File: src/pkg/retrans_pkg.sv
// Constants, types and register map of the retransmission supervisor.
// Assumes a 25 MHz core_clk and an APB master with 32-bit data.
// Notes on behaviour
// - Count sequence changes while awaiting expected sequence
// - Wrap limit zero disables wrap counter
// - Wrap flag holds until clear pulsed
// - Watchdog limit forms upper terminal count bits
// - Watchdog limit zero disables watchdog
// - Watchdog advances once per received word
// - Watchdog flag holds until clear pulsed
// - Packet bus clock runs bus and control
// - Protocol clock kept apart from bus clock
// - Per-lane receive clocks, common when buffered
// - One transmit lane clock drives transmit lanes
// - Independent receive and transmit resets
// - Any reset order works correctly
// - Global reset plus per-path datapath resets
// - Synchronous mode: helpers use lane-zero transmit clock
// - Asynchronous mode: receive helper uses receive clock
// - Timers start on CRC24 retransmission request
package retrans_pkg;

  localparam int unsigned DATA_W = 32;
  localparam int unsigned ADDR_W = 8;
  localparam int unsigned SEQ_W = 8;
  localparam int unsigned WRAP_W = 8;
  localparam int unsigned WDOG_LIMIT_W = 12;
  localparam int unsigned WDOG_W = 32;
  localparam int unsigned WDOG_LOW_BITS = 20;

  // Register byte offsets
  localparam logic [ADDR_W-1:0] CTRL_OFFSET = 8'h00;
  localparam logic [ADDR_W-1:0] LIMIT_OFFSET = 8'h04;
  localparam logic [ADDR_W-1:0] STATUS_OFFSET = 8'h08;
  localparam logic [ADDR_W-1:0] WRAP_COUNT_OFFSET = 8'h0c;
  localparam logic [ADDR_W-1:0] WDOG_COUNT_OFFSET = 8'h10;

  // Field positions
  localparam int unsigned WRAP_LIMIT_LSB = 0;
  localparam int unsigned WDOG_LIMIT_LSB = 16;
  localparam int unsigned CTRL_FIELD_W = 6;

  // Control register, top bit first (clear request is bit 0)
  typedef struct packed {
    logic rx_buffer_enable;
    logic clock_mode_async;
    logic global_reset;
    logic tx_datapath_reset;
    logic rx_datapath_reset;
    logic retransmission_logic_clear;
  } ctrl_s;

  localparam ctrl_s CTRL_RESET = 6'h00;
  localparam logic [WRAP_W-1:0] WRAP_LIMIT_RESET = 8'h00;
  localparam logic [WDOG_LIMIT_W-1:0] WDOG_LIMIT_RESET = 12'h000;

  // One sampled link word
  typedef struct packed {
    logic word_valid;
    logic crc_error;
    logic expected_seen;
    logic [SEQ_W-1:0] seq_num;
  } link_s;

  typedef enum logic [0:0] {
    SUP_IDLE = 1'b0,
    SUP_WAIT = 1'b1
  } sup_state_e;

endpackage

File: src/verilog/retrans_supervisor.sv
// Retransmission supervision timers and reset/clock-mode control.
// Assumes an APB master on core_clk and a slow link clock pin that
// core_clk oversamples; link fields are stable around its rising edge.
`timescale 1ns/10ps
module retrans_supervisor
  import retrans_pkg::*;
#(
  parameter int unsigned WDOG_SHIFT = WDOG_LOW_BITS
) (
  input wire logic core_clk, // Block clock, 25 MHz
  input wire logic reset_n, // Synchronous reset, active low
  input wire logic clk_en, // Freezes all state when low
  input wire logic psel, // APB select
  input wire logic penable, // APB access phase
  input wire logic pwrite, // APB direction
  input wire logic [ADDR_W-1:0] paddr, // APB byte address
  input wire logic [DATA_W-1:0] pwdata, // APB write data
  input wire logic [3:0] pstrb, // APB byte strobes
  output logic [DATA_W-1:0] prdata, // APB read data
  output logic pready, // APB ready
  output logic pslverr, // APB error on unmapped address
  input wire logic link_clk, // Link word clock pin
  input wire link_s link_word, // Link word fields pin group
  output logic wrap_timeout_flag, // Sticky wrap-around error
  output logic watchdog_timeout_flag, // Sticky watchdog error
  output logic rx_path_reset, // Receive datapath reset, high active
  output logic tx_path_reset, // Transmit datapath reset, high active
  output logic rx_helper_on_rx_clk, // Receive helper on receive clock
  output logic lane_clock_shared // Receive lane clocks common
);

  // Register state
  ctrl_s ctrl;
  logic [WRAP_W-1:0] wrap_limit_setting;
  logic [WDOG_LIMIT_W-1:0] watchdog_limit_setting;

  // Supervisor state
  sup_state_e state;
  logic [WRAP_W-1:0] wrap_count;
  logic [WDOG_W-1:0] wdog_count;
  logic [SEQ_W-1:0] last_seq;
  logic clear_prev;

  // Link sampling
  link_s link_meta;
  link_s link_sync;
  logic clk_meta;
  logic clk_sync;
  logic clk_last;
  logic link_edge;
  logic word_stb;
  logic clear_release;
  logic seq_changed;
  logic [WDOG_W-1:0] wdog_terminal;
  logic wrap_hit;
  logic wdog_hit;
  logic apb_write;
  logic apb_read;
  logic [DATA_W-1:0] next_prdata;
  logic addr_ok;
  logic [DATA_W-1:0] limit_word;
  logic [DATA_W-1:0] limit_merged;

  // Byte-lane merge used by every writable field
  function automatic logic [DATA_W-1:0] merge_bytes(
    input logic [DATA_W-1:0] old_val,
    input logic [DATA_W-1:0] new_val,
    input logic [3:0] strb
  );
    logic [DATA_W-1:0] res;
    res = old_val;
    for (int i = 0; i < 4; i++) begin
      if (strb[i]) begin
        res[i*8 +: 8] = new_val[i*8 +: 8];
      end
    end
    return res;
  endfunction

  // Address decode, used by write decode and error answer
  function automatic logic mapped(input logic [ADDR_W-1:0] a);
    return (a == CTRL_OFFSET) || (a == LIMIT_OFFSET) ||
      (a == STATUS_OFFSET) || (a == WRAP_COUNT_OFFSET) ||
      (a == WDOG_COUNT_OFFSET);
  endfunction

  // Zero-wait slave: every access completes in its first access cycle
  assign pready = 1'b1;
  assign addr_ok = mapped(paddr);
  assign pslverr = psel & penable & ~addr_ok;
  assign apb_write = psel & penable & pwrite & addr_ok;
  assign apb_read = psel & ~penable & ~pwrite;

  // Limit fields as software sees them, merged per byte lane so a
  // partial write keeps the other field intact
  assign limit_word = (DATA_W'(wrap_limit_setting) << WRAP_LIMIT_LSB) |
    (DATA_W'(watchdog_limit_setting) << WDOG_LIMIT_LSB);
  assign limit_merged = merge_bytes(limit_word, pwdata, pstrb);

  // Link clock and fields pass two flops before any logic reads them
  always_ff @(posedge core_clk) begin
    if (!reset_n) begin
      clk_meta <= 1'b0;
      clk_sync <= 1'b0;
      clk_last <= 1'b0;
      link_meta <= '0;
      link_sync <= '0;
    end else if (clk_en) begin
      clk_meta <= link_clk;
      clk_sync <= clk_meta;
      clk_last <= clk_sync;
      link_meta <= link_word;
      link_sync <= link_meta;
    end
  end

  // Rising edge of the link clock marks one word slot
  assign link_edge = clk_sync & ~clk_last;
  assign word_stb = link_edge & link_sync.word_valid;
  assign seq_changed = word_stb & (link_sync.seq_num != last_seq);

  // Clear acts on its falling edge; while high it holds counters at zero and the state idle
  assign clear_release = clear_prev & ~ctrl.retransmission_logic_clear;

  // Terminal count: limit supplies the top bits of the 32-bit value
  assign wdog_terminal = WDOG_W'(watchdog_limit_setting) << WDOG_SHIFT;
  assign wrap_hit = (wrap_limit_setting != WRAP_LIMIT_RESET) &&
    (state == SUP_WAIT) && seq_changed &&
    (wrap_count + WRAP_W'(1) == wrap_limit_setting);
  assign wdog_hit = (watchdog_limit_setting != WDOG_LIMIT_RESET) &&
    (state == SUP_WAIT) && word_stb &&
    (wdog_count + WDOG_W'(1) == wdog_terminal);

  // Control register; software writes steer resets and clock modes
  always_ff @(posedge core_clk) begin
    if (!reset_n) begin
      ctrl <= CTRL_RESET;
    end else if (clk_en && apb_write && paddr == CTRL_OFFSET) begin
      ctrl <= ctrl_s'(CTRL_FIELD_W'(merge_bytes(
        DATA_W'(ctrl), pwdata, pstrb)));
    end
  end

  // Limit register; values meant for reset-time change only
  always_ff @(posedge core_clk) begin
    if (!reset_n) begin
      wrap_limit_setting <= WRAP_LIMIT_RESET;
      watchdog_limit_setting <= WDOG_LIMIT_RESET;
    end else if (clk_en && apb_write && paddr == LIMIT_OFFSET) begin
      wrap_limit_setting <= limit_merged[WRAP_LIMIT_LSB +: WRAP_W];
      watchdog_limit_setting <=
        limit_merged[WDOG_LIMIT_LSB +: WDOG_LIMIT_W];
    end
  end

  // Remember the clear level to find its release
  always_ff @(posedge core_clk) begin
    if (!reset_n) begin
      clear_prev <= 1'b0;
    end else if (clk_en) begin
      clear_prev <= ctrl.retransmission_logic_clear;
    end
  end

  // Wait state: entered on a CRC24-driven request, left on a match
  always_ff @(posedge core_clk) begin
    if (!reset_n) begin
      state <= SUP_IDLE;
    end else if (clk_en) begin
      if (ctrl.retransmission_logic_clear || rx_path_reset) begin
        state <= SUP_IDLE;
      end else begin
        unique case (state)
          SUP_IDLE: begin
            if (link_edge && link_sync.crc_error) begin
              state <= SUP_WAIT;
            end
          end
          SUP_WAIT: begin
            if (link_edge && link_sync.expected_seen) begin
              state <= SUP_IDLE;
            end
          end
        endcase
      end
    end
  end

  // Last primary sequence seen, tracked on every received word
  always_ff @(posedge core_clk) begin
    if (!reset_n) begin
      last_seq <= '0;
    end else if (clk_en && word_stb) begin
      last_seq <= link_sync.seq_num;
    end
  end

  // Wrap-around counter counts sequence changes while waiting
  always_ff @(posedge core_clk) begin
    if (!reset_n) begin
      wrap_count <= '0;
    end else if (clk_en) begin
      if (state != SUP_WAIT || ctrl.retransmission_logic_clear) begin
        wrap_count <= '0;
      end else if (seq_changed && !wrap_timeout_flag &&
                   wrap_limit_setting != WRAP_LIMIT_RESET) begin
        wrap_count <= wrap_count + WRAP_W'(1);
      end
    end
  end

  // Watchdog counts incoming words, not clock cycles
  always_ff @(posedge core_clk) begin
    if (!reset_n) begin
      wdog_count <= '0;
    end else if (clk_en) begin
      if (state != SUP_WAIT || ctrl.retransmission_logic_clear) begin
        wdog_count <= '0;
      end else if (word_stb && !watchdog_timeout_flag &&
                   watchdog_limit_setting != WDOG_LIMIT_RESET) begin
        wdog_count <= wdog_count + WDOG_W'(1);
      end
    end
  end

  // Sticky wrap flag; a hit in the release cycle still sets it
  always_ff @(posedge core_clk) begin
    if (!reset_n) begin
      wrap_timeout_flag <= 1'b0;
    end else if (clk_en) begin
      if (wrap_hit) begin
        wrap_timeout_flag <= 1'b1;
      end else if (clear_release) begin
        wrap_timeout_flag <= 1'b0;
      end
    end
  end

  // Sticky watchdog flag, same set-over-clear priority
  always_ff @(posedge core_clk) begin
    if (!reset_n) begin
      watchdog_timeout_flag <= 1'b0;
    end else if (clk_en) begin
      if (wdog_hit) begin
        watchdog_timeout_flag <= 1'b1;
      end else if (clear_release) begin
        watchdog_timeout_flag <= 1'b0;
      end
    end
  end

  // Path resets: global drives both, each path also alone. Registered
  // so either order of setting or releasing bits is glitch free.
  always_ff @(posedge core_clk) begin
    if (!reset_n) begin
      rx_path_reset <= 1'b1;
      tx_path_reset <= 1'b1;
    end else if (clk_en) begin
      rx_path_reset <= ctrl.global_reset | ctrl.rx_datapath_reset;
      tx_path_reset <= ctrl.global_reset | ctrl.tx_datapath_reset;
    end
  end

  // Helper clock choice and shared lane clock indication
  always_ff @(posedge core_clk) begin
    if (!reset_n) begin
      rx_helper_on_rx_clk <= 1'b0;
      lane_clock_shared <= 1'b0;
    end else if (clk_en) begin
      rx_helper_on_rx_clk <= ctrl.clock_mode_async;
      lane_clock_shared <= ctrl.rx_buffer_enable;
    end
  end

  // Read mux; status shows the block's own state
  always_comb begin
    next_prdata = '0;
    unique case (paddr)
      CTRL_OFFSET: next_prdata = DATA_W'(ctrl);
      LIMIT_OFFSET: begin
        next_prdata[WRAP_LIMIT_LSB +: WRAP_W] = wrap_limit_setting;
        next_prdata[WDOG_LIMIT_LSB +: WDOG_LIMIT_W] =
          watchdog_limit_setting;
      end
      STATUS_OFFSET: next_prdata = DATA_W'({tx_path_reset,
        rx_path_reset, state == SUP_WAIT, watchdog_timeout_flag,
        wrap_timeout_flag});
      WRAP_COUNT_OFFSET: next_prdata = DATA_W'(wrap_count);
      WDOG_COUNT_OFFSET: next_prdata = wdog_count;
      default: next_prdata = '0;
    endcase
  end

  // Read data latched in setup so it stands through the access phase
  always_ff @(posedge core_clk) begin
    if (!reset_n) begin
      prdata <= '0;
    end else if (clk_en && apb_read) begin
      prdata <= next_prdata;
    end
  end

endmodule // retrans_supervisor

File: config.mk
export PLATFORM = sky130hd
export DESIGN_NAME = retrans_supervisor
export DESIGN_NICKNAME = d
export VERILOG_FILES = /design/src/pkg/retrans_pkg.sv /design/src/verilog/retrans_supervisor.sv
export SDC_FILE = /design/constraint.sdc
export NUM_CORES = 1
export LEC_CHECK = 0
export BUFFER_PORTS_ARGS = -buffer_cell sky130_fd_sc_hd__buf_2
export CORE_AREA = 2 2 88 175
export DETAILED_ROUTE_END_ITERATION = 6
export DIE_AREA = 0 0 90 177
export GPL_TIMING_DRIVEN = 0
export HOLD_SLACK_MARGIN = 0.08
export PLACE_DENSITY = 0.75
export SETUP_SLACK_MARGIN = 0.2
export SYNTH_ARGS = -nofsm -noshare
export SYNTH_HDL_FRONTEND = slang
export SYNTH_SLANG_ARGS = --single-unit
File: constraint.sdc
create_clock -name core_clk -period 2.2 [get_ports core_clk]
set_input_delay 0.11 -clock core_clk [delete_from_list [all_inputs] [get_ports core_clk]]
set_output_delay 0.11 -clock core_clk [all_outputs]
set_load 0.05 [all_outputs]
==> flow_summary_export.csv <==
group,metric,value,unit
clocking,clk_pin_slew,0.06,ns
worst_setup_path,path_depth,10,
worst_setup_path,arrival,2.75,ns
final_layout,drive_gt1_share,28.7,%
worst_setup_path,worst-path-max-fanout,4,
global_route,grt_overflow,0,
worst_setup_path,r2r-start,"wdog_count[3]",
place,dpl_cell_area,8120,um2
synthesis,synth_nets,941,
synthesis,post_synth_num_cell_types,71,
global_route,use_met1,37.6,%
timing,finalSetupViolations,2,
floorplanning,core_area,14700,um2
power,ir_worst_vdd,0.000599,V
worst_setup_path,path_cells,"buf_6, buf_4, buf_4, nor2_1, nand2_1, a2111oi_4, o211ai_1, nor4b_2, nand4_1, o31ai_2",
run,max_cap_violations,0,
timing,finalWorstSetupSlack,-0.208,ns
clocking,cts.sinks,139,
floorplanning,die_w,90,um
timing,max-slew-margin-rel,33.5,%
clocking,cts_max_level,4,
worst_setup_path,critPathKind,"reg -> reg",
routing,via_per_inst,6.17,
floorplanning,die_h,177,um
worst_setup_path,cp_common_cell,"buf_4",
synthesis,synth.area.top_cells,"dfxtp_1 37%, a21boi_0 5.2%, mux2i_1 5.0%",
synthesis,syn_inst,877,
synthesis,ys_warn_count,0,
timing,skew,0.0100,ns
routing,postRouteAntennaNets,0,
worst_setup_path,crit_slowest_cell,"a2111oi_4",
synthesis,synthArstFlopShare,0,%
final_layout,layout_common_cells,"120 x dfxtp_1, 92 x nand2_1, 84 x buf_2",
clocking,cts_buffers,17,
synthesis,ys_seq_area_share,37.4,%
outcome,violations,"setup timing",
synthesis,synth_edf_count,0,
synthesis,yosysTopAreaCellShare,37.4,%
clocking,cts_tree,"built",
routing,wl_per_cell,20.7,um
final_layout,design_area,10200,um2
worst_setup_path,path_delay_family,"compound AO/OA/AOI/OAI gates",
routing,firstDrtPassIters,6,
timing,worst_pin_slew,0.998,ns
clocking,cts_root_buf,"clkbuf_16",
timing,hold_viol,0,
worst_setup_path,critPathLaunch,"wdog_count[3]",
final_layout,nFillCells,1133,
worst_setup_path,reg2reg_setup_slack,-0.21,ns
hold_path,min-delay-start,"pstrb[2]",
floorplanning,ios,102,
worst_setup_path,end_kind,"flip-flop",
place,portBuffers,83,
final_layout,nets,1133,
global_route,antenna_found_initial,0,
global_route,grt_pass1_wl,38200,um
power,totalPowerFinal,6.04,mW
worst_setup_path,r2r-end,"watchdog_timeout_flag",
worst_setup_path,cp-start-kind,"flip-flop",
global_route,grt_max_degree,17,
synthesis,yosys.area.top_type,"dfxtp_1",
timing,period_needed,2.41,ns
global_route,grt_use_total,30.5,%
routing,vias,7881,
floorplanning,start_util,50.8,%
worst_setup_path,max_stage_delay,0.41,ns
floorplanning,core.rowCount,63,
power,powerDensity,595,nW/um2
global_route,top_usage_layer,"met2",
place,gp_congestion,0.949,
synthesis,synth_area,7450,um2
worst_setup_path,reg2reg_depth,10,
timing,fmax,415,MHz
synthesis,synth_ff_type,"dfxtp_1",
routing,routed_wl,26400,um
synthesis,syn_area_per_cell,8.49,um2
place,dpl.hpwl,16300,um
clocking,cts_max_path_buffers,2,
timing,slew_viol_final,0,
global_route,grt_pass1_vias,7083,
outcome,outcome,"finished, violations left",
synthesis,yosys_register_bits,139,
final_layout,final_common_cell,"dfxtp_1",
routing,route.detailed.drc,0,
floorplanning,die_area,15900,um2
final_layout,syn_to_final_growth,36.4,%
power,p_leak,3.99,nW
routing,drt-initial-drc-count,820,
place,pre_cts_slack,-0.536,ns
clocking,clk_latency,0.43,ns
timing,period_share,109,%
final_layout,antennaDiodeCount,0,
global_route,grtUsageMet2,49.3,%
worst_setup_path,cp-endpoint,"watchdog_timeout_flag",
worst_setup_path,critPathBufInv,3,
hold_path,hp-class,"in -> reg",
timing,rsz0062_at_grt,"true",
worst_setup_path,crit_required,2.54,ns
global_route,met3_usage,5.66,%
[worst min-delay path, delay by kind of cell]
| kind | cells | cell delay, ns |
|---|---|---|
| AOI/OAI and AO/OA | 1 | 0.07 |
| buffers and inverters | 1 | 0.19 |
| and+or+nand+nor | 1 | 0.13 |
[cells by family (layout without fill, tap and decap cells)]
family | after synthesis | count (layout) | synth area share, %
other | 1 | 1 | 0.0504
and+or+nand+nor | 371 | 371 | 27.4
DFF | 139 | 139 | 37.4
xor gates and xnor gates | 47 | 47 | 5.53
muxes | 42 | 42 | 5.73
AOI/OAI and AO/OA | 201 | 202 | 18.6
buffers and inverters | 74 | 278 | 4.97
adders and majority gates | 2 | 2 | 0.336
[flip-flops by register name (all words and copies together) (netlist names)]
| signal | count |
|---|---|
| link_sync | 11 |
| wrap_count | 8 |
| rx_helper_on_rx_clk | 1 |
| wrap_timeout_flag | 1 |
| prdata | 32 |
| last_seq | 8 |
| state | 1 |
| rx_path_reset | 1 |
| tx_path_reset | 1 |
| clk_sync | 1 |
| clear_prev | 1 |
| ctrl | 6 |
| clk_last | 1 |
| wrap_limit_setting | 8 |
| lane_clock_shared | 1 |
| clk_meta | 1 |
| link_meta | 11 |
| watchdog_timeout_flag | 1 |
| wdog_count | 32 |
| watchdog_limit_setting | 12 |
[Yosys cell counts (9+ instances only)]
cell and n:
xnor2_1 25, xor2_1 22, o21ai_0 44, nor2b_1 52
nand4_1 19, mux2i_1 37, and3_1 10, a21boi_0 52
clkbuf_1 42, o211ai_1 9, buf_2 10, nor3_1 23
nor2_1 42, a21oi_1 25, nand2_1 95, and2_1 12
dfxtp_1 139, a22oi_1 15, o21a_1 12, nor4_1 16
a221oi_1 12, nand3_1 51, nor3b_1 15
[what timing repair did]
item,in CTS,in global routing
pin swaps,35,38
setup buffers,33,21
hold buffers,33,0
setup endpoints to repair,63,70
hold endpoints to repair,38,0
gates resized for setup,90,102
gates cloned,1,2
[report_power, final]
group          total [mW]  switching, mW  internal [mW]
Sequential           2.57         0.0236           2.55
Clock                3.03           1.15           1.88
Combinational       0.436          0.260          0.176
Total                6.04           1.44           4.61
[how the worst min path moves through the flow]
stage          slack (ns)                         to  cells after the start
5_1_grt              0.12  watchdog_limit_setting[5]                      3
3_3_place_gp         0.37               link_meta[8]                      3
6_report             0.10  watchdog_limit_setting[5]                      3
4_1_cts              0.09  watchdog_limit_setting[5]                      3
3_5_place_dp         0.38               link_meta[9]                      3
2_1_floorplan        0.26  watchdog_limit_setting[7]                      2
[metrics by stage]
step                utilization, %  hold WS, ns  setup TNS (ns)  instances
floorplan                        -        0.256               0        877
global placement              55.4        0.367          -16.97       1155
detailed placement            55.4        0.378          -19.12       1155
CTS                           65.6       0.0913         -0.0599       1254
global route                  69.3        0.115          -0.439       1277
finish                        69.3        0.103          -0.255       1277
[layer usage]
metal / up-vias / wire length, um
met2: 545 / 12200
met4: 0 / 1570
met5: - / 0
met3: 130 / 2430
li1: 3540 / -
met1: 3666 / 10100
[final cells by class]
class,count,area [um2],share of cell area (%)
buffer,69,467,4.60
clock buffer,23,478,4.71
clock inverter,9,136,1.34
inverter,5,18.8,0.185
multi-input combinational,665,4760,46.8
sequential,139,2810,27.7
tap,195,244,2.40
timing repair buffer,172,1240,12.2
No activity file was read; power rests on OpenSTA's default activity.
